File: config.mk
export PLATFORM = sky130hd
export DESIGN_NAME = heat_pump_defrost_sequencer
export DESIGN_NICKNAME = d
export VERILOG_FILES = /design/src/core/hp_seq_pkg.sv /design/src/core/sec_tick_if.sv /design/src/core/sec_timebase.sv /design/src/core/hold_timer.sv /design/src/core/heat_pump_defrost_sequencer.sv
export SDC_FILE = /design/constraint.sdc
export NUM_CORES = 1
export LEC_CHECK = 0
export BUFFER_PORTS_ARGS = -buffer_cell sky130_fd_sc_hd__buf_2
export CORE_ASPECT_RATIO = 1.2
export CORE_UTILIZATION = 63
export CTS_CLUSTER_DIAMETER = 200
export CTS_CLUSTER_SIZE = 12
export DETAILED_ROUTE_END_ITERATION = 16
export HOLD_SLACK_MARGIN = 0.05
export PLACE_DENSITY = 0.86
export SYNTH_ARGS = -nofsm -noshare
export SYNTH_HDL_FRONTEND = slang
export SYNTH_SLANG_ARGS = --single-unit
File: constraint.sdc
create_clock -name clk_in -period 8.1 [get_ports clk_in]
set_input_delay 0.81 -clock clk_in [delete_from_list [all_inputs] [get_ports clk_in]]
set_output_delay 0.81 -clock clk_in [all_outputs]
set_load 0.005 [all_outputs]
File: src/core/hp_seq_pkg.sv
// Constants shared by the heating-mode defrost sequencer and its helpers.
// Assumes temperatures are signed two's complement in 0.1 degC steps.
package hp_seq_pkg;

   // ****************************************************************
   // Clock and timebase
   // ****************************************************************
   localparam int unsigned CLK_PERIOD_NS = 10;
   localparam int unsigned SECOND_NS     = 1_000_000_000;
   localparam int unsigned SEC_CYCLES    = SECOND_NS / CLK_PERIOD_NS;
   localparam int unsigned SEC_PER_MIN   = 60;
   localparam int unsigned SEC_PER_HOUR  = 3600;

   // ****************************************************************
   // Temperatures, 0.1 degC per step
   // ****************************************************************
   localparam int TEMP_W = 12;
   typedef logic signed [TEMP_W-1:0] temp_t;
   typedef logic signed [TEMP_W:0]   tdiff_t;

   localparam temp_t ROOM_PREHEAT_MAX  = 12'sh0C8;   // 20.0
   localparam temp_t PREHEAT_OFF_MIN   = 12'sh000;   // 0.0
   localparam temp_t PREHEAT_BAND_LOW  = -12'sh03C;  // -6.0
   localparam temp_t ZONE_A_TOP        = -12'sh028;  // -4.0
   localparam temp_t ZONE_C_TOP        = -12'sh03C;  // -6.0
   localparam temp_t ZONE_B_TOP        = -12'sh0FA;  // -25.0
   localparam tdiff_t ZONE_A_DROP      = 13'sh0019;  // 2.5
   localparam tdiff_t ZONE_C_DROP      = 13'sh001E;  // 3.0
   localparam temp_t EXIT_HOT          = 12'sh050;   // 8.0
   localparam temp_t EXIT_WARM         = 12'sh032;   // 5.0
   localparam temp_t INDOOR_FAN_CUT    = 12'sh17C;   // 38.0

   // ****************************************************************
   // Times in their own units, then seconds
   // ****************************************************************
   localparam int unsigned PREHEAT_OFF_H     = 2;
   localparam int unsigned BASE_START_MIN    = 10;
   localparam int unsigned BASE_END_MIN      = 15;
   localparam int unsigned ZONE_HOLD_MIN     = 2;
   localparam int unsigned ENTRY_STOP_SEC    = 20;
   localparam int unsigned ENTRY_VALVE_SEC   = 10;
   localparam int unsigned WARM_HOLD_SEC     = 80;
   localparam int unsigned DEFROST_MAX_MIN   = 15;
   localparam int unsigned RETURN_STOP_SEC   = 50;
   localparam int unsigned RETURN_VALVE_SEC  = 40;

   localparam int unsigned PREHEAT_OFF_S = PREHEAT_OFF_H * SEC_PER_HOUR;
   localparam int unsigned BASE_START_S  = BASE_START_MIN * SEC_PER_MIN;
   localparam int unsigned BASE_END_S    = BASE_END_MIN * SEC_PER_MIN;
   localparam int unsigned ZONE_HOLD_S   = ZONE_HOLD_MIN * SEC_PER_MIN;
   localparam int unsigned DEFROST_MAX_S = DEFROST_MAX_MIN * SEC_PER_MIN;

   localparam int OFF_W  = 13;
   localparam int RUN_W  = 10;
   localparam int STEP_W = 10;

   // ****************************************************************
   // Sequencer states, zones, pre-heat levels
   // ****************************************************************
   typedef enum logic [1:0] {
      HEAT_S    = 2'b00,
      ENTRY_S   = 2'b01,
      DEFROST_S = 2'b10,
      RETURN_S  = 2'b11
   } seq_state_t;

   typedef enum logic [1:0] {
      ZONE_NONE = 2'b00,
      ZONE_A    = 2'b01,
      ZONE_B    = 2'b10,
      ZONE_C    = 2'b11
   } zone_t;

   typedef enum logic [1:0] {
      PREHEAT_OFF  = 2'b00,
      PREHEAT_MILD = 2'b01,
      PREHEAT_COLD = 2'b10
   } preheat_t;

   // ****************************************************************
   // Outdoor fan taps, index 0 is stop, packed with tap 15 first
   // ****************************************************************
   localparam int RPM_W = 10;
   typedef logic [15:0][RPM_W-1:0] rpm_tab_t;
   localparam rpm_tab_t RPM_SMALL = {10'h2EE, 10'h2EE, 10'h2EE, 10'h2BC, 10'h2BC, 10'h2BC,
      10'h2BC, 10'h258, 10'h258, 10'h1F4, 10'h1F4, 10'h1C2, 10'h186, 10'h12C, 10'h0C8, 10'h000};
   localparam rpm_tab_t RPM_MID   = {10'h348, 10'h348, 10'h348, 10'h2BC, 10'h2BC, 10'h2BC,
      10'h2BC, 10'h258, 10'h258, 10'h1F4, 10'h1F4, 10'h1C2, 10'h186, 10'h12C, 10'h0C8, 10'h000};
   localparam rpm_tab_t RPM_LARGE = {10'h398, 10'h398, 10'h398, 10'h2EE, 10'h2EE, 10'h2EE,
      10'h2EE, 10'h28A, 10'h28A, 10'h1F4, 10'h1F4, 10'h1C2, 10'h186, 10'h12C, 10'h0C8, 10'h000};
   localparam logic [1:0] MODEL_SMALL = 2'h0;
   localparam logic [1:0] MODEL_MID   = 2'h1;

endpackage

File: src/core/sec_tick_if.sv
// One-second enable pulse passed from the timebase to its users.
// Assumes all parties run on the same clock.
interface sec_tick_if;
   logic sec;
   modport src (output sec);
   modport dst (input sec);
endinterface

File: src/core/sec_timebase.sv
// Divider that makes a one-cycle pulse once per second.
// Assumes one clock, synchronous active-high reset.
module sec_timebase #(
   parameter int unsigned SEC_CYCLES = hp_seq_pkg::SEC_CYCLES
) (
   input  wire logic   clk_in,
   input  wire logic   rst_in,
   sec_tick_if.src     tick
);
   logic [31:0] count_q;
   logic [31:0] count_d;
   logic        pulse_q;
   logic        pulse_d;

   always_comb
   begin
      pulse_d = 1'b0;
      count_d = count_q + 32'h1;
      if (count_q >= 32'(SEC_CYCLES - 1))
      begin
         count_d = '0;
         pulse_d = 1'b1;
      end
   end

   always_ff @(posedge clk_in)
   begin
      if (rst_in)
      begin
         count_q <= '0;
         pulse_q <= 1'b0;
      end
      else
      begin
         count_q <= count_d;
         pulse_q <= pulse_d;
      end
   end

   assign tick.sec = pulse_q;
endmodule

File: src/core/hold_timer.sv
// Counts whole seconds while a condition holds; done once the limit is met.
// Assumes cond_in and clr_in come from logic on the same clock.
module hold_timer #(
   parameter int unsigned LIMIT_S = 1
) (
   input  wire logic   clk_in,
   input  wire logic   rst_in,
   sec_tick_if.dst     tick,
   input  wire logic   cond_in,
   input  wire logic   clr_in,
   output logic        done_out
);
   localparam int CW = $clog2(LIMIT_S + 1);
   localparam logic [CW-1:0] LIMIT = CW'(LIMIT_S);

   logic [CW-1:0] count_q;
   logic [CW-1:0] count_d;

   // Any gap in the condition restarts the count: the hold must be continuous
   always_comb
   begin
      count_d = count_q;
      if (!cond_in || clr_in)
         count_d = '0;
      else if (tick.sec && count_q < LIMIT)
         count_d = count_q + CW'(1);
   end

   always_ff @(posedge clk_in)
   begin
      if (rst_in)
         count_q <= '0;
      else
         count_q <= count_d;
   end

   assign done_out = cond_in && !clr_in && (count_q >= LIMIT);
endmodule

File: src/core/heat_pump_defrost_sequencer.sv
// Heating-mode sequencer: pre-heat, coil baseline, zone defrost, fan taps.
// Assumes inputs registered on clk_in; temperatures signed 0.1 degC steps.
//
// Operation
// RULE_01: Pre-heat only after heating, two hours stopped
// RULE_02: Pre-heat needs room at or below 20C
// RULE_03: Pre-heat level chosen by coil temperature band
// RULE_04: Pre-heat only when heating mode selected
// RULE_05: Coil minimum over minutes 10-15 is baseline
// RULE_06: Defrost detection and sequence only while heating
// RULE_07: Zone A: drop >= 2.5 for two minutes
// RULE_08: Zone B: two continuous minutes starts defrost
// RULE_09: Zone C: drop >= 3 for two minutes
// RULE_10: Entry holds compressor stopped twenty seconds
// RULE_11: Valve energised ten seconds after compressor stop
// RULE_12: Outdoor fan stops with compressor at entry
// RULE_13: Indoor fan stops at 38C or below
// RULE_14: Exit at 8C, or 5C for 80s
// RULE_15: Exit unconditionally after fifteen minutes of defrost
// RULE_16: Return holds compressor stopped fifty seconds
// RULE_17: Valve released forty seconds after compressor stop
// RULE_18: Outdoor fan restarts with the compressor
// RULE_19: Fifteen fan taps, 200 to 920 rpm
// RULE_20: Zones from fixed -4, -6, -25 thresholds
// RULE_21: Pre-heat off at 0C and above
module heat_pump_defrost_sequencer #(
   parameter int unsigned SEC_CYCLES = hp_seq_pkg::SEC_CYCLES
) (
   input  wire logic               clk_in,
   input  wire logic               rst_in,
   input  wire logic               unit_on_in,
   input  wire logic               heat_mode_in,
   input  wire hp_seq_pkg::temp_t  room_temp_in,
   input  wire hp_seq_pkg::temp_t  outdoor_coil_temp_in,
   input  wire hp_seq_pkg::temp_t  indoor_coil_temp_in,
   input  wire logic [3:0]         fan_tap_in,
   input  wire logic [1:0]         fan_model_in,
   output logic                    comp_run_out,
   output logic                    valve_reverse_out,
   output logic                    outdoor_fan_run_out,
   output logic [9:0]              outdoor_fan_rpm_out,
   output logic                    indoor_fan_allow_out,
   output logic                    defrost_active_out,
   output hp_seq_pkg::preheat_t    preheat_level_out,
   output hp_seq_pkg::temp_t       coil_temp_baseline_out,
   output logic                    baseline_valid_out
);

   // ****************************************************************
   // Decoders
   // ****************************************************************
   // Colder zones are checked first so each reading lands in one zone only
   function automatic hp_seq_pkg::zone_t zone_of(input hp_seq_pkg::temp_t t);
      if (t <= hp_seq_pkg::ZONE_B_TOP)
         return hp_seq_pkg::ZONE_B;
      else if (t <= hp_seq_pkg::ZONE_C_TOP)
         return hp_seq_pkg::ZONE_C;
      else if (t <= hp_seq_pkg::ZONE_A_TOP)
         return hp_seq_pkg::ZONE_A;
      else
         return hp_seq_pkg::ZONE_NONE;
   endfunction

   function automatic logic [9:0] tap_rpm(input logic [1:0] model, input logic [3:0] tap);
      if (model == hp_seq_pkg::MODEL_SMALL)
         return hp_seq_pkg::RPM_SMALL[tap];
      else if (model == hp_seq_pkg::MODEL_MID)
         return hp_seq_pkg::RPM_MID[tap];
      else
         return hp_seq_pkg::RPM_LARGE[tap];
   endfunction

   localparam logic [hp_seq_pkg::OFF_W-1:0]  OFF_LIMIT   = 13'(hp_seq_pkg::PREHEAT_OFF_S);
   localparam logic [hp_seq_pkg::RUN_W-1:0]  BASE_START  = 10'(hp_seq_pkg::BASE_START_S);
   localparam logic [hp_seq_pkg::RUN_W-1:0]  BASE_END    = 10'(hp_seq_pkg::BASE_END_S);
   localparam logic [hp_seq_pkg::STEP_W-1:0] ENTRY_STOP  = 10'(hp_seq_pkg::ENTRY_STOP_SEC);
   localparam logic [hp_seq_pkg::STEP_W-1:0] ENTRY_VALVE = 10'(hp_seq_pkg::ENTRY_VALVE_SEC);
   localparam logic [hp_seq_pkg::STEP_W-1:0] RET_STOP    = 10'(hp_seq_pkg::RETURN_STOP_SEC);
   localparam logic [hp_seq_pkg::STEP_W-1:0] RET_VALVE   = 10'(hp_seq_pkg::RETURN_VALVE_SEC);
   localparam logic [hp_seq_pkg::STEP_W-1:0] DEF_MAX     = 10'(hp_seq_pkg::DEFROST_MAX_S);

   // ****************************************************************
   // Timebase and hold timers
   // ****************************************************************
   sec_tick_if tick ();

   logic heating_run;
   logic zone_cond;
   logic zone_clr;
   logic zone_done;
   logic warm_cond;
   logic warm_done;
   hp_seq_pkg::zone_t zone_now;
   hp_seq_pkg::tdiff_t coil_drop;

   sec_timebase #(
      .SEC_CYCLES (SEC_CYCLES)
   ) u_timebase (
      .clk_in (clk_in),
      .rst_in (rst_in),
      .tick   (tick)
   );

   hold_timer #(
      .LIMIT_S (hp_seq_pkg::ZONE_HOLD_S)
   ) u_zone_hold (
      .clk_in   (clk_in),
      .rst_in   (rst_in),
      .tick     (tick),
      .cond_in  (zone_cond),
      .clr_in   (zone_clr),
      .done_out (zone_done)
   );

   hold_timer #(
      .LIMIT_S (hp_seq_pkg::WARM_HOLD_SEC)
   ) u_warm_hold (
      .clk_in   (clk_in),
      .rst_in   (rst_in),
      .tick     (tick),
      .cond_in  (warm_cond),
      .clr_in   (1'b0),
      .done_out (warm_done)
   );

   // ****************************************************************
   // Stop history and coil baseline
   // ****************************************************************
   logic                              was_on_q, was_on_d;
   logic                              last_heat_q, last_heat_d;
   logic [hp_seq_pkg::OFF_W-1:0]      off_sec_q, off_sec_d;
   logic [hp_seq_pkg::RUN_W-1:0]      run_sec_q, run_sec_d;
   hp_seq_pkg::temp_t                 base_q, base_d;
   logic                              base_seen_q, base_seen_d;
   logic                              base_valid_q, base_valid_d;

   assign heating_run = unit_on_in && heat_mode_in;

   always_comb
   begin
      was_on_d     = unit_on_in;
      last_heat_d  = last_heat_q;
      off_sec_d    = off_sec_q;
      run_sec_d    = run_sec_q;
      base_d       = base_q;
      base_seen_d  = base_seen_q;
      base_valid_d = base_valid_q;
      // Mode is caught at the stop edge; power-on counts as not heating
      if (was_on_q && !unit_on_in)
      begin
         last_heat_d = heat_mode_in;                     // see RULE_01
         off_sec_d   = '0;
      end
      else if (!unit_on_in && tick.sec && off_sec_q < OFF_LIMIT)
         off_sec_d = off_sec_q + 13'h1;                  // see RULE_01
      if (!heating_run)
      begin
         run_sec_d    = '0;
         base_seen_d  = 1'b0;
         base_valid_d = 1'b0;
      end
      else
      begin
         if (tick.sec && run_sec_q < BASE_END)
            run_sec_d = run_sec_q + 10'h1;
         if (run_sec_q >= BASE_START && run_sec_q < BASE_END)
         begin
            if (!base_seen_q || outdoor_coil_temp_in < base_q)
               base_d = outdoor_coil_temp_in;            // see RULE_05
            base_seen_d = 1'b1;
         end
         base_valid_d = base_seen_q && (run_sec_q >= BASE_END);   // see RULE_05
      end
   end

   always_ff @(posedge clk_in)
   begin
      if (rst_in)
      begin
         was_on_q     <= 1'b0;
         last_heat_q  <= 1'b0;
         off_sec_q    <= '0;
         run_sec_q    <= '0;
         base_q       <= '0;
         base_seen_q  <= 1'b0;
         base_valid_q <= 1'b0;
      end
      else
      begin
         was_on_q     <= was_on_d;
         last_heat_q  <= last_heat_d;
         off_sec_q    <= off_sec_d;
         run_sec_q    <= run_sec_d;
         base_q       <= base_d;
         base_seen_q  <= base_seen_d;
         base_valid_q <= base_valid_d;
      end
   end

   // ****************************************************************
   // Zone detection
   // ****************************************************************
   hp_seq_pkg::zone_t zone_q, zone_d;
   hp_seq_pkg::seq_state_t state_q, state_d;

   assign zone_now  = zone_of(outdoor_coil_temp_in);                          // see RULE_20
   assign coil_drop = hp_seq_pkg::tdiff_t'(base_q) - hp_seq_pkg::tdiff_t'(outdoor_coil_temp_in);

   always_comb
   begin
      zone_d    = zone_now;
      // Moving between zones restarts the two-minute hold
      zone_clr  = (zone_now != zone_q);
      zone_cond = 1'b0;
      if (heating_run && base_valid_q && state_q == hp_seq_pkg::HEAT_S)  // see RULE_06
      begin
         case (zone_now)
            hp_seq_pkg::ZONE_A: zone_cond = coil_drop >= hp_seq_pkg::ZONE_A_DROP;  // see RULE_07
            hp_seq_pkg::ZONE_B: zone_cond = 1'b1;                                  // see RULE_08
            hp_seq_pkg::ZONE_C: zone_cond = coil_drop >= hp_seq_pkg::ZONE_C_DROP;  // see RULE_09
            default:            zone_cond = 1'b0;
         endcase
      end
   end

   always_ff @(posedge clk_in)
   begin
      if (rst_in)
         zone_q <= hp_seq_pkg::ZONE_NONE;
      else
         zone_q <= zone_d;
   end

   // ****************************************************************
   // Defrost sequencer
   // ****************************************************************
   logic [hp_seq_pkg::STEP_W-1:0] step_q, step_d;

   assign warm_cond = (state_q == hp_seq_pkg::DEFROST_S) && (outdoor_coil_temp_in >= hp_seq_pkg::EXIT_WARM);

   always_comb
   begin
      state_d = state_q;
      case (state_q)
         hp_seq_pkg::HEAT_S:
            if (zone_done)
               state_d = hp_seq_pkg::ENTRY_S;
         hp_seq_pkg::ENTRY_S:
            if (step_q >= ENTRY_STOP)                    // see RULE_10
               state_d = hp_seq_pkg::DEFROST_S;
         hp_seq_pkg::DEFROST_S:
            if (outdoor_coil_temp_in >= hp_seq_pkg::EXIT_HOT || warm_done)   // see RULE_14
               state_d = hp_seq_pkg::RETURN_S;
            else if (step_q >= DEF_MAX)                  // see RULE_15
               state_d = hp_seq_pkg::RETURN_S;
         hp_seq_pkg::RETURN_S:
            if (step_q >= RET_STOP)                      // see RULE_16
               state_d = hp_seq_pkg::HEAT_S;
         default:
            state_d = hp_seq_pkg::HEAT_S;
      endcase
      // Leaving heating drops any sequence in progress
      if (!heating_run)
         state_d = hp_seq_pkg::HEAT_S;                   // see RULE_06
      step_d = step_q;
      if (state_d != state_q)
         step_d = '0;
      else if (tick.sec && step_q < DEF_MAX)
         step_d = step_q + 10'h1;
   end

   always_ff @(posedge clk_in)
   begin
      if (rst_in)
      begin
         state_q <= hp_seq_pkg::HEAT_S;
         step_q  <= '0;
      end
      else
      begin
         state_q <= state_d;
         step_q  <= step_d;
      end
   end

   // ****************************************************************
   // Registered outputs
   // ****************************************************************
   logic                 comp_q, comp_d;
   logic                 valve_q, valve_d;
   logic                 ofan_q, ofan_d;
   logic [9:0]           rpm_q, rpm_d;
   logic                 ifan_q, ifan_d;
   logic                 dfr_q, dfr_d;
   hp_seq_pkg::preheat_t pre_q, pre_d;

   always_comb
   begin
      comp_d  = heating_run && (state_q == hp_seq_pkg::HEAT_S || state_q == hp_seq_pkg::DEFROST_S);
      // Fan follows the compressor stop at entry and its restart on return
      ofan_d  = heating_run && (state_q == hp_seq_pkg::HEAT_S);          // see RULE_12, RULE_18
      rpm_d   = ofan_d ? tap_rpm(fan_model_in, fan_tap_in) : 10'h000;    // see RULE_19
      valve_d = 1'b0;
      case (state_q)
         hp_seq_pkg::ENTRY_S:   valve_d = step_q >= ENTRY_VALVE;          // see RULE_11
         hp_seq_pkg::DEFROST_S: valve_d = 1'b1;
         hp_seq_pkg::RETURN_S:  valve_d = step_q < RET_VALVE;             // see RULE_17
         default:               valve_d = 1'b0;
      endcase
      dfr_d  = state_q == hp_seq_pkg::ENTRY_S || state_q == hp_seq_pkg::DEFROST_S;
      ifan_d = !(dfr_d && indoor_coil_temp_in <= hp_seq_pkg::INDOOR_FAN_CUT);   // see RULE_13
      pre_d  = hp_seq_pkg::PREHEAT_OFF;
      // Winding heat is only for a stopped unit set to heat
      if (heat_mode_in && !unit_on_in && last_heat_q && off_sec_q >= OFF_LIMIT   // see RULE_01, RULE_04
          && room_temp_in <= hp_seq_pkg::ROOM_PREHEAT_MAX)                       // see RULE_02
      begin
         if (outdoor_coil_temp_in >= hp_seq_pkg::PREHEAT_OFF_MIN)
            pre_d = hp_seq_pkg::PREHEAT_OFF;                                     // see RULE_21
         else if (outdoor_coil_temp_in > hp_seq_pkg::PREHEAT_BAND_LOW)
            pre_d = hp_seq_pkg::PREHEAT_MILD;                                    // see RULE_03
         else
            pre_d = hp_seq_pkg::PREHEAT_COLD;                                    // see RULE_03
      end
   end

   always_ff @(posedge clk_in)
   begin
      if (rst_in)
      begin
         comp_q  <= 1'b0;
         valve_q <= 1'b0;
         ofan_q  <= 1'b0;
         rpm_q   <= '0;
         ifan_q  <= 1'b1;
         dfr_q   <= 1'b0;
         pre_q   <= hp_seq_pkg::PREHEAT_OFF;
      end
      else
      begin
         comp_q  <= comp_d;
         valve_q <= valve_d;
         ofan_q  <= ofan_d;
         rpm_q   <= rpm_d;
         ifan_q  <= ifan_d;
         dfr_q   <= dfr_d;
         pre_q   <= pre_d;
      end
   end

   assign comp_run_out           = comp_q;
   assign valve_reverse_out      = valve_q;
   assign outdoor_fan_run_out    = ofan_q;
   assign outdoor_fan_rpm_out    = rpm_q;
   assign indoor_fan_allow_out   = ifan_q;
   assign defrost_active_out     = dfr_q;
   assign preheat_level_out      = pre_q;
   assign coil_temp_baseline_out = base_q;
   assign baseline_valid_out     = base_valid_q;

endmodule

# Word level (Yosys, flattened, before mapping)
# Memories as Yosys holds them, arrays and structs flattened.
# Index checks and enable logic that the tools add are counted.
# word_totals
mem_bits_ro,480
input_bits,46
reg_bits,117
latchBits,0
n_memories,3
mem_bits_rw,0
wordCells,137
out_inout_bits,30
# op_classes
n_lt_le_gt_ge,29
div,0
mux,20
bitwise_logic,4
addsub,7
shift,0
n_mul,0
n_reduce_logical,44
n_eq_ne,9
# mem_list
name,depth,word_bits,rd,rd_clocked_by_memory_dff,wr,line,text
(no name shown),16,10,1,0,0,heat_pump_defrost_sequencer.sv:70,return hp_seq_pkg::RPM_LARGE[tap];
(no name shown),16,10,1,0,0,heat_pump_defrost_sequencer.sv:68,return hp_seq_pkg::RPM_MID[tap];
(no name shown),16,10,1,0,0,heat_pump_defrost_sequencer.sv:66,return hp_seq_pkg::RPM_SMALL[tap];
# ops
op,count
$mux W10,5
$add A32 B1 Y32 const B,1
$ge A32 B27 Y1 const B,1
$ge A10 B10 Y1 const B,3
$ge A13 B6 Y1 const B,2
$le A12 B7 Y1 const B,2
$le A12 B9 Y1 const B,2
$logic_and A1 B1 Y1,23
$add A10 B1 Y10 const B,2
$lt A10 B10 Y1 const B,2
$mux W2,9
$add A7 B1 Y7 const B,2
$ge A7 B7 Y1 const B,2
$lt A7 B7 Y1 const B,2
$reduce_or A2 Y1,7
$add A13 B1 Y13 const B,1
$ge A13 B13 Y1 const B,1
$lt A13 B13 Y1 const B,1
$sub A12 B12 Y13,1
$ge A12 B1 Y1 const B,1
$ge A12 B7 Y1 const B,1
$ge A12 B8 Y1 const B,1
$gt A12 B7 Y1 const B,1
$le A12 B10 Y1 const B,1
18 further kinds,39

# Depth between registers and ports, before layout
# Gate-level depths: netlist (run 1).
# logic_depth
depth_word,14
ltp_mapped,13
ltp_nobuf,12

# Hierarchy
# Synthesis (run 1) repeated with hierarchy kept, for this count alone.
# hier_totals
cells_unflattened,766
hier_area_um2,6438.7
# modules_own_cells
module,cells_per_inst,seq_area_each_um2,n_inst,area_each_um2
heat_pump_defrost_sequencer,521,1381.3,1,4241.6
sec_timebase,160,660.6,1,1491.4
hold_timer (u_warm_hold),44,140.1,1,356.6
hold_timer (u_zone_hold),41,140.1,1,349.1

# Worst setup path before layout (run 1)
# No wires, ideal clock.
# synth_path
path_kind,in2reg
start,in outdoor_coil_temp_in[3]
end,reg state_q[0]
slack_ns,4.815
n_path_buf,2
setup_time_ns,0.122
stages,11
arrival_ns,3.163
required_ns,7.978
cell_sequence,clkbuf_1 -> inv_1 -> ha_1 -> clkbuf_1 -> o2111ai_1 -> a21oi_1 -> o211ai_1 -> a211o_1 -> a2111oi_4 -> o22ai_2 -> o311a_1
# synth_via
elab_chain_cells,12
elab_cells_between_ends,27
classes_between,add/sub (1); order compare (7); eq/ne (4); mux (9); reduce/logical (6)
# synth_lines
element,line,text
"start, declared",heat_pump_defrost_sequencer.sv:34,"input wire hp_seq_pkg::temp_t outdoor_coil_temp_in,"
branches (longest 10 deep; another with $sub A12 B12 Y13),--,
$pmux W2 S4 *,heat_pump_defrost_sequencer.sv:244,case (state_q)
$mux W2 *,heat_pump_defrost_sequencer.sv:263,if (!heating_run)
"end signal, assigned",heat_pump_defrost_sequencer.sv:276,state_q <= hp_seq_pkg::HEAT_S;
"end signal, assigned",heat_pump_defrost_sequencer.sv:281,state_q <= state_d;
"end, declared",heat_pump_defrost_sequencer.sv:204,"hp_seq_pkg::seq_state_t state_q, state_d;"
# Mark *: on every way between the ends.
# A chain may end at the register's enable or synchronous reset.

# Worst setup path in the final report (run 1)
# layout_path
start,in outdoor_coil_temp_in[11]
end,reg step_q[7] (netlist bit)
# layout_via
elab_chain_cells,14
elab_cells_between_ends,29
classes_between,add/sub (1); order compare (7); eq/ne (5); mux (9); reduce/logical (7)
# layout_lines
element,line,text
branches (longest 10 deep; another with $sub A12 B12 Y13),--,
$pmux W2 S4 *,heat_pump_defrost_sequencer.sv:244,
$mux W2 *,heat_pump_defrost_sequencer.sv:263,
$ne A2 B2 Y1 *,heat_pump_defrost_sequencer.sv:266,if (state_d != state_q)
$reduce_or A2 Y1 (no source line) *,--,
"end signal, assigned",heat_pump_defrost_sequencer.sv:282,step_q <= step_d;
"end, declared",heat_pump_defrost_sequencer.sv:237,"logic [hp_seq_pkg::STEP_W-1:0] step_q, step_d;"
# Marks and branches as above.

==> impl_metrics.json, run 1 <==
{
  "cts_hold_buf": 0,
  "synth_area_leader_cell": "sky130_fd_sc_hd__dfxtp_1",
  "critical_path.reg2reg.endpoint": "state_q[0]",
  "firstDrtPassIters": 4,
  "wl_per_cell_um": 15.1,
  "final_critical_delay_including_setup_and_external_delays_ps": 3230,
  "cts.sinks": 116,
  "synthesis.yosys.warnings": 0,
  "pwr-share-seq": 0.418,
  "path_depth": 9,
  "post-synth-top-count-cell": "sky130_fd_sc_hd__dfxtp_1",
  "async_reset_ff_frac": 0,
  "top_level_ports": 76,
  "power.switching_fraction": 0.251,
  "layout-drive-gt1-share": 0.156,
  "r2r_start": "coil_temp_baseline_out[0]",
  "ff2ff_setup_slack_ps": 5140,
  "max_slew_violation_count": 0,
  "synth_top_cells_by_count": "sky130_fd_sc_hd__dfxtp_1, sky130_fd_sc_hd__nor2_1, sky130_fd_sc_hd__nand2_1, sky130_fd_sc_hd__a21oi_1, sky130_fd_sc_hd__xor2_1",
  "cp_data_arrival_time_ps": 3490,
  "internal_power_mw": 1.04,
  "finalHoldViolCount": 0,
  "finalClockSkew_ps": 7.38,
  "globalRouteTotalUtil": 0.284,
  "cellLeakagePower_nw": 3.04,
  "final_antenna_net_count": 0,
  "post_cts_resize_count": 0,
  "number_of_enable_type_register_cells_in_the_synthesized_netlist": 0,
  "post-layout-total-power_mw": 1.39,
  "floorplan.die_area_um2": 10400,
  "via_per_inst": 5.81,
  "cts_post_setup_buffers_inserted": 0,
  "fp.dieW_um": 93.1,
  "worstSetupStartpoint": "outdoor_coil_temp_in[11]",
  "clock_path_buffers": 2,
  "worst_path_class_setup": "input port to register",
  "worst_hold_path_type": "register to register",
  "worst_hold_path.num_cells": 1,
  "postSynthAreaPerCell_um2": 8.41,
  "clockRootBuffer": "sky130_fd_sc_hd__clkbuf_16",
  "max_stage_delay_ps": 540,
  "path_cells": "buf_2, nand4_2, or4_4, o41ai_4, nand2_1, xor2_1, nand4_2, o22ai_2, a21oi_1",
  "worst_path_dominant_cell_family": "compound AO/OA/AOI/OAI gates",
  "synthDistinctLibCells": 74,
  "remaining_global_route_overflow": 0,
  "grt-busiest-layer": "met2",
  "grtUsageMet1": 0.321,
  "grt_util_met2": 0.503,
  "result_of_the_run": "finished, final reports clean",
  "detail_route.wirelength_um": 14400,
  "worstPathMaxFanout": 12,
  "cts-htree-levels": 4,
  "layout.area.seq_um2": 2320,
  "design.core.area_um2": 9610,
  "worst-endpoint-required_ps": 8360,
  "share_comb_of_total_power": 0.064,
  "drc": 0,
  "clockPowerShare": 0.518,
  "chip_height_um": 111,
  "final_setup_fails": 0,
  "post-dp-hpwl_um": 10300,
  "critical-path-top-cell-by-count": "sky130_fd_sc_hd__nand4_2",
  "grt_pass1_wl_um": 23400,
  "grt_start_max_net_pins": 35,
  "nFillCells": 701,
  "slew_headroom": 0.361,
  "postSynthCellCount": 746,
  "syn-cell-area_um2": 6280,
  "switchingPower_mw": 0.349,
  "grt_util_met3": 0.0669,
  "synth.yosys.seq_area_share": 0.370,
  "worstSetupStartpointType": "input port",
  "synthDominantCellAreaShare": 0.370,
  "layout-area-overhead-vs-synth_pct": 15.5,
  "cp_slowest_cell": "sky130_fd_sc_hd__or4_4",
  "min_period_over_period": 0.399,
  "clkTransAtPathRegs_ps": 60,
  "port_buffers": 74,
  "place.gp.congestion": 0.923,
  "ys_top_cells_by_area": "sky130_fd_sc_hd__dfxtp_1, sky130_fd_sc_hd__ha_1, sky130_fd_sc_hd__nor2_1",
  "initial_core_util": 0.653,
  "cts_made_buffers": 17,
  "worstSkewPairLatency_ps": 420,
  "crit_path_end_kind": "register",
  "fmaxAchievable_ghz": 0.310,
  "antenna_violations_before_repair": 0,
  "placementRows": 39,
  "grt_pass1_vias": 5277,
  "reg2reg_depth": 12,
  "diodes": 0,
  "drt_iter0_drc": 284,
  "multi_input_comb_area_um2": 3680,
  "capture_point_of_the_critical_path": "step_q[7]",
  "synth_top_flop_cell": "sky130_fd_sc_hd__dfxtp_1",
  "pwr_density_cell_nw_per_um2": 192,
  "yosys_register_bits": 116,
  "nNetsFinal": 894,
  "crit_buf_inv": 1,
  "finalSetupTns_ps": 0,
  "worst_pin_slew_ps": 958,
  "cts_tree": "done",
  "ir_worst_vdd_mv": 0.147,
  "drv.max_cap_violation_count": 0,
  "grt_setup_unrepaired": "no",
  "detailroute.via_count": 5510
}
[through the flow]
| step | hold WS (ps) | std cells | util | setup WS, ps | area [um^2] |
|---|---|---|---|---|---|
| after floorplan | 418 | 751 | - | 4820 | 6290 |
| after global placement | 428 | 916 | 0.694 | 4560 | 6680 |
| after detailed placement | 446 | 916 | 0.694 | 4500 | 6680 |
| after CTS | 458 | 948 | 0.754 | 4910 | 7250 |
| after global routing | 477 | 948 | 0.754 | 4680 | 7250 |
| final | 453 | 948 | 0.754 | 4870 | 7250 |
[worst min path at each step]
stage | from | to | slack (ps)
6_report | u_timebase.count_q[0] | u_timebase.count_q[0] | 450
5_1_grt | u_timebase.count_q[0] | u_timebase.count_q[0] | 480
4_1_cts | u_timebase.count_q[0] | u_timebase.count_q[0] | 460
3_5_place_dp | u_timebase.count_q[0] | u_timebase.count_q[0] | 450
3_3_place_gp | u_timebase.count_q[0] | u_timebase.count_q[0] | 430
2_1_floorplan | u_timebase.count_q[0] | u_timebase.count_q[0] | 420
[layout make-up]
class,instances,area share
multi-input combinational,564,0.508
sequential,116,0.320
clock buffer,17,0.0587
timing repair buffer,75,0.0521
tap,123,0.0212
clock inverter,15,0.0202
inverter,38,0.0197
[cells in the final DEF, fill, tap and decap left out, drive strengths merged, types with 11 or more instances in the layout]
master	count
nand2	58
nor2	109
a21oi	46
ha	35
o21ai	25
dfxtp	116
nor2b	14
a31oi	11
nand3	27
xnor2	24
clkbuf	17
nor3	15
nand4	21
inv	44
and3	12
buf	75
mux2i	14
xor2	42
[worst reg2reg max path, delay by kind of cell, from the launching register on]
family / cells / cell delay, ps
flip-flops: 1 / 350
adder cells (fa/ha/maj): 2 / 420
AND/OR/NAND/NOR: 2 / 390
buffers and inverters: 2 / 130
AO/OA/AOI/OAI: 6 / 1560
[cells by family (layout without fill, tap and decap cells)]
kind of cell	Yosys count	in the layout	share of synthesized area
adder cells (fa/ha/maj)	36	36	0.0730
other	1	6	0.000598
AO/OA/AOI/OAI	139	139	0.155
AND/OR/NAND/NOR	302	302	0.238
XOR/XNOR	66	66	0.0921
flip-flops	116	116	0.370
buffers and inverters	71	145	0.0469
multiplexers	15	15	0.0241
[per-layer routing]
layer,routed length (um),up-vias
met5,0,-
met4,378,0
met3,594,34
met2,7320,175
met1,6070,2572
li1,-,2729
[power by group through the flow]
stage | Combinational [mW] | Sequential [mW] | Clock, mW
after floorplan | 0.0600 | 0.592 | 0
after global placement | 0.0845 | 0.593 | 0
after detailed placement | 0.0873 | 0.593 | 0
after CTS | 0.0882 | 0.581 | 0.722
after global routing | 0.0981 | 0.581 | 0.753
final | 0.0891 | 0.581 | 0.719
[state kept, by name (all words and copies together), names as in the netlist, 2 cells and up]
| register | count |
|---|---|
| outdoor_fan_rpm_out | 9 |
| zone_q | 2 |
| u_zone_hold.count_q | 7 |
| step_q | 10 |
| u_warm_hold.count_q | 7 |
| u_timebase.count_q | 32 |
| preheat_level_out | 2 |
| off_sec_q | 13 |
| state_q | 2 |
| run_sec_q | 10 |
| coil_temp_baseline_out | 12 |
No activity file was read; power rests on OpenSTA's default activity.
==> run 2: changes to the inputs <==
--- a/config.mk
+++ b/config.mk
@@ -7,12 +7,12 @@
 export LEC_CHECK = 0
 export BUFFER_PORTS_ARGS = -buffer_cell sky130_fd_sc_hd__buf_2
 export CORE_ASPECT_RATIO = 1.2
-export CORE_UTILIZATION = 63
+export CORE_UTILIZATION = 59
 export CTS_CLUSTER_DIAMETER = 200
 export CTS_CLUSTER_SIZE = 12
 export DETAILED_ROUTE_END_ITERATION = 16
 export HOLD_SLACK_MARGIN = 0.05
-export PLACE_DENSITY = 0.86
+export PLACE_DENSITY = 0.82
 export SYNTH_ARGS = -nofsm -noshare
 export SYNTH_HDL_FRONTEND = slang
 export SYNTH_SLANG_ARGS = --single-unit
==> constraint.sdc (replaced) <==
create_clock -name clk_in -period 3 [get_ports clk_in]
set_input_delay 0.3 -clock clk_in [delete_from_list [all_inputs] [get_ports clk_in]]
set_output_delay 0.3 -clock clk_in [all_outputs]
set_load 0.005 [all_outputs]
==> run 2 against run 1 <==
Effect of this change: design area rose by 1.7%; die area rose by 6.6%; worst hold slack got worse by 370 ps.
==> impl_metrics.json, run 2 (synthesis results as in run 1) <==
{
  "clock_path_buffers": 2,
  "grt_start_max_net_pins": 35,
  "top_level_ports": 76,
  "firstDrtPassIters": 7,
  "pwr_density_cell_nw_per_um2": 511,
  "cts_hold_buf": 0,
  "port_buffers": 74,
  "crit_buf_inv": 2,
  "design.core.area_um2": 10200,
  "final_setup_fails": 0,
  "largest-register": "u_timebase.count_q",
  "critical-path-top-cell-by-count": "sky130_fd_sc_hd__inv_1",
  "diodes": 0,
  "result_of_the_run": "finished, final reports clean",
  "ir_worst_vdd_mv": 0.311,
  "globalRouteTotalUtil": 0.267,
  "critical_path.reg2reg.endpoint": "state_q[0]",
  "multi_input_comb_area_um2": 3700,
  "path_cells": "inv_1, ha_1, inv_1, fa_2, a21oi_1, nand4b_1, a31o_2, a41oi_1, nand4_1, a2111oi_4, o22ai_4, o311a_1",
  "r2r_start": "coil_temp_baseline_out[0]",
  "cp_slowest_cell": "sky130_fd_sc_hd__a2111oi_4",
  "max_slew_violation_count": 0,
  "fmaxAchievable_ghz": 0.351,
  "placementRows": 40,
  "max_stage_delay_ps": 390,
  "remaining_global_route_overflow": 0,
  "detail_route.wirelength_um": 14300,
  "grt_pass1_wl_um": 23000,
  "wl_per_cell_um": 14.8,
  "worstSetupStartpointType": "register",
  "via_per_inst": 5.75,
  "placed_cell_area_um2": 6760,
  "finalSetupTns_ps": 0,
  "setup_slack_ps": 151,
  "pre_cts_slack_ps": 7.65,
  "reg2reg_depth": 12,
  "post-dp-hpwl_um": 10100,
  "cellLeakagePower_nw": 3.10,
  "slew_headroom": 0.547,
  "number_of_flip_flops_under_the_largest_register_name": 32,
  "cts_tree": "done",
  "timing.hold.worst.start": "indoor_coil_temp_in[11]",
  "nFillCells": 794,
  "crit_path_end_kind": "register",
  "worst_hold_path_type": "input port to register",
  "drv.max_cap_violation_count": 0,
  "final_critical_delay_including_setup_and_external_delays_ps": 2850,
  "cts.sinks": 116,
  "layout-area-overhead-vs-synth_pct": 17.4,
  "final_antenna_net_count": 0,
  "clockRootBuffer": "sky130_fd_sc_hd__clkbuf_16",
  "stdcell_area_um2": 7370,
  "layout_commonest_cell": "sky130_fd_sc_hd__dfxtp_1",
  "grt_setup_unrepaired": "no",
  "worst_hold_path.num_cells": 2,
  "ff2ff_setup_slack_ps": 150,
  "fp.dieW_um": 96.2,
  "worst_path_class_setup": "register to register",
  "grt_pass1_vias": 5366,
  "drc": 0,
  "fin_util": 0.725,
  "drt_iter0_drc": 241,
  "layout.area.seq_um2": 2320,
  "layout-drive-gt1-share": 0.171,
  "detailroute.via_count": 5543,
  "min_period_over_period": 0.950,
  "worst_pin_slew_ps": 679,
  "cts_made_buffers": 17,
  "finalHoldViolCount": 0,
  "cts-htree-levels": 4,
  "nNetsFinal": 908,
  "antenna_violations_before_repair": 0,
  "place.gp.congestion": 0.932,
  "initial_core_util": 0.618,
  "worst_path_dominant_cell_family": "compound AO/OA/AOI/OAI gates",
  "final_cell_mix": "sky130_fd_sc_hd__dfxtp_1, sky130_fd_sc_hd__nor2_1, sky130_fd_sc_hd__buf_2",
  "worstPathMaxFanout": 7,
  "worstHoldEndpoint": "indoor_fan_allow_out",
  "worstSkewPairLatency_ps": 420,
  "worst-endpoint-required_ps": 3300,
  "clkTransAtPathRegs_ps": 60,
  "cp_data_arrival_time_ps": 3150,
  "finalClockSkew_ps": 6.99,
  "floorplan.die_area_um2": 11100,
  "path_depth": 12,
  "chip_height_um": 115
}
## run 2: stage by stage
| step | total power [mW] | hold slack, ps | cells |
|---|---|---|---|
| after floorplan | 1.76 | 414 | 751 |
| after global placement | 1.84 | 430 | 930 |
| after detailed placement | 1.84 | 461 | 930 |
| after CTS | 3.77 | 75.2 | 961 |
| after global routing | 3.89 | 113 | 964 |
| final | 3.76 | 78.5 | 964 |
## run 2: final cells by class
class / count / area share
multi-input cells: 564 / 0.502
flip-flops and latches: 116 / 0.315
repair buffers: 89 / 0.0655
clock buffers: 19 / 0.0587
well taps: 126 / 0.0214
inverters: 38 / 0.0194
clock inverters: 12 / 0.0182
## run 2: repair_timing
action | in CTS | in global routing
hold endpoints to repair | 0 | 0
resized for setup | 0 | 4
setup endpoints to repair | 0 | 2
setup buffers | 0 | 3
## run 2: routing by layer
metal | routed length (um) | GRT usage | vias to the layer above
li1 | - | - | 2747
met1 | 5880 | 0.299 | 2560
met2 | 7240 | 0.475 | 196
met3 | 808 | 0.0675 | 40
met4 | 338 | 0.107 | 0
met5 | 0 | 0 | -
## run 2: where the power goes
part / internal, mW / leakage (nW) / switching [mW]
registers: 1.56 / 0.939 / 0.0105
logic: 0.101 / 1.90 / 0.149
clock network: 1.22 / 0.261 / 0.730
total: 2.88 / 3.10 / 0.889
## run 2: worst max path at each step
| stage | startpoint | endpoint |
|---|---|---|
| CTS | coil_temp_baseline_out[0] | state_q[0] |
| global route | coil_temp_baseline_out[0] | state_q[0] |
| floorplan | outdoor_coil_temp_in[3] | state_q[0] |
| detailed placement | outdoor_coil_temp_in[6] | state_q[0] |
| global placement | outdoor_coil_temp_in[0] | state_q[0] |
| finish | coil_temp_baseline_out[0] | state_q[0] |
## run 2: worst register-to-register path, delay by kind of cell, from the launching register on
kind,cells,cell delay [ps]
buffers and inverters,2,130
AND/OR/NAND/NOR,2,410
AO/OA/AOI/OAI,6,1440
adder cells (fa/ha/maj),2,420
flip-flops,1,350
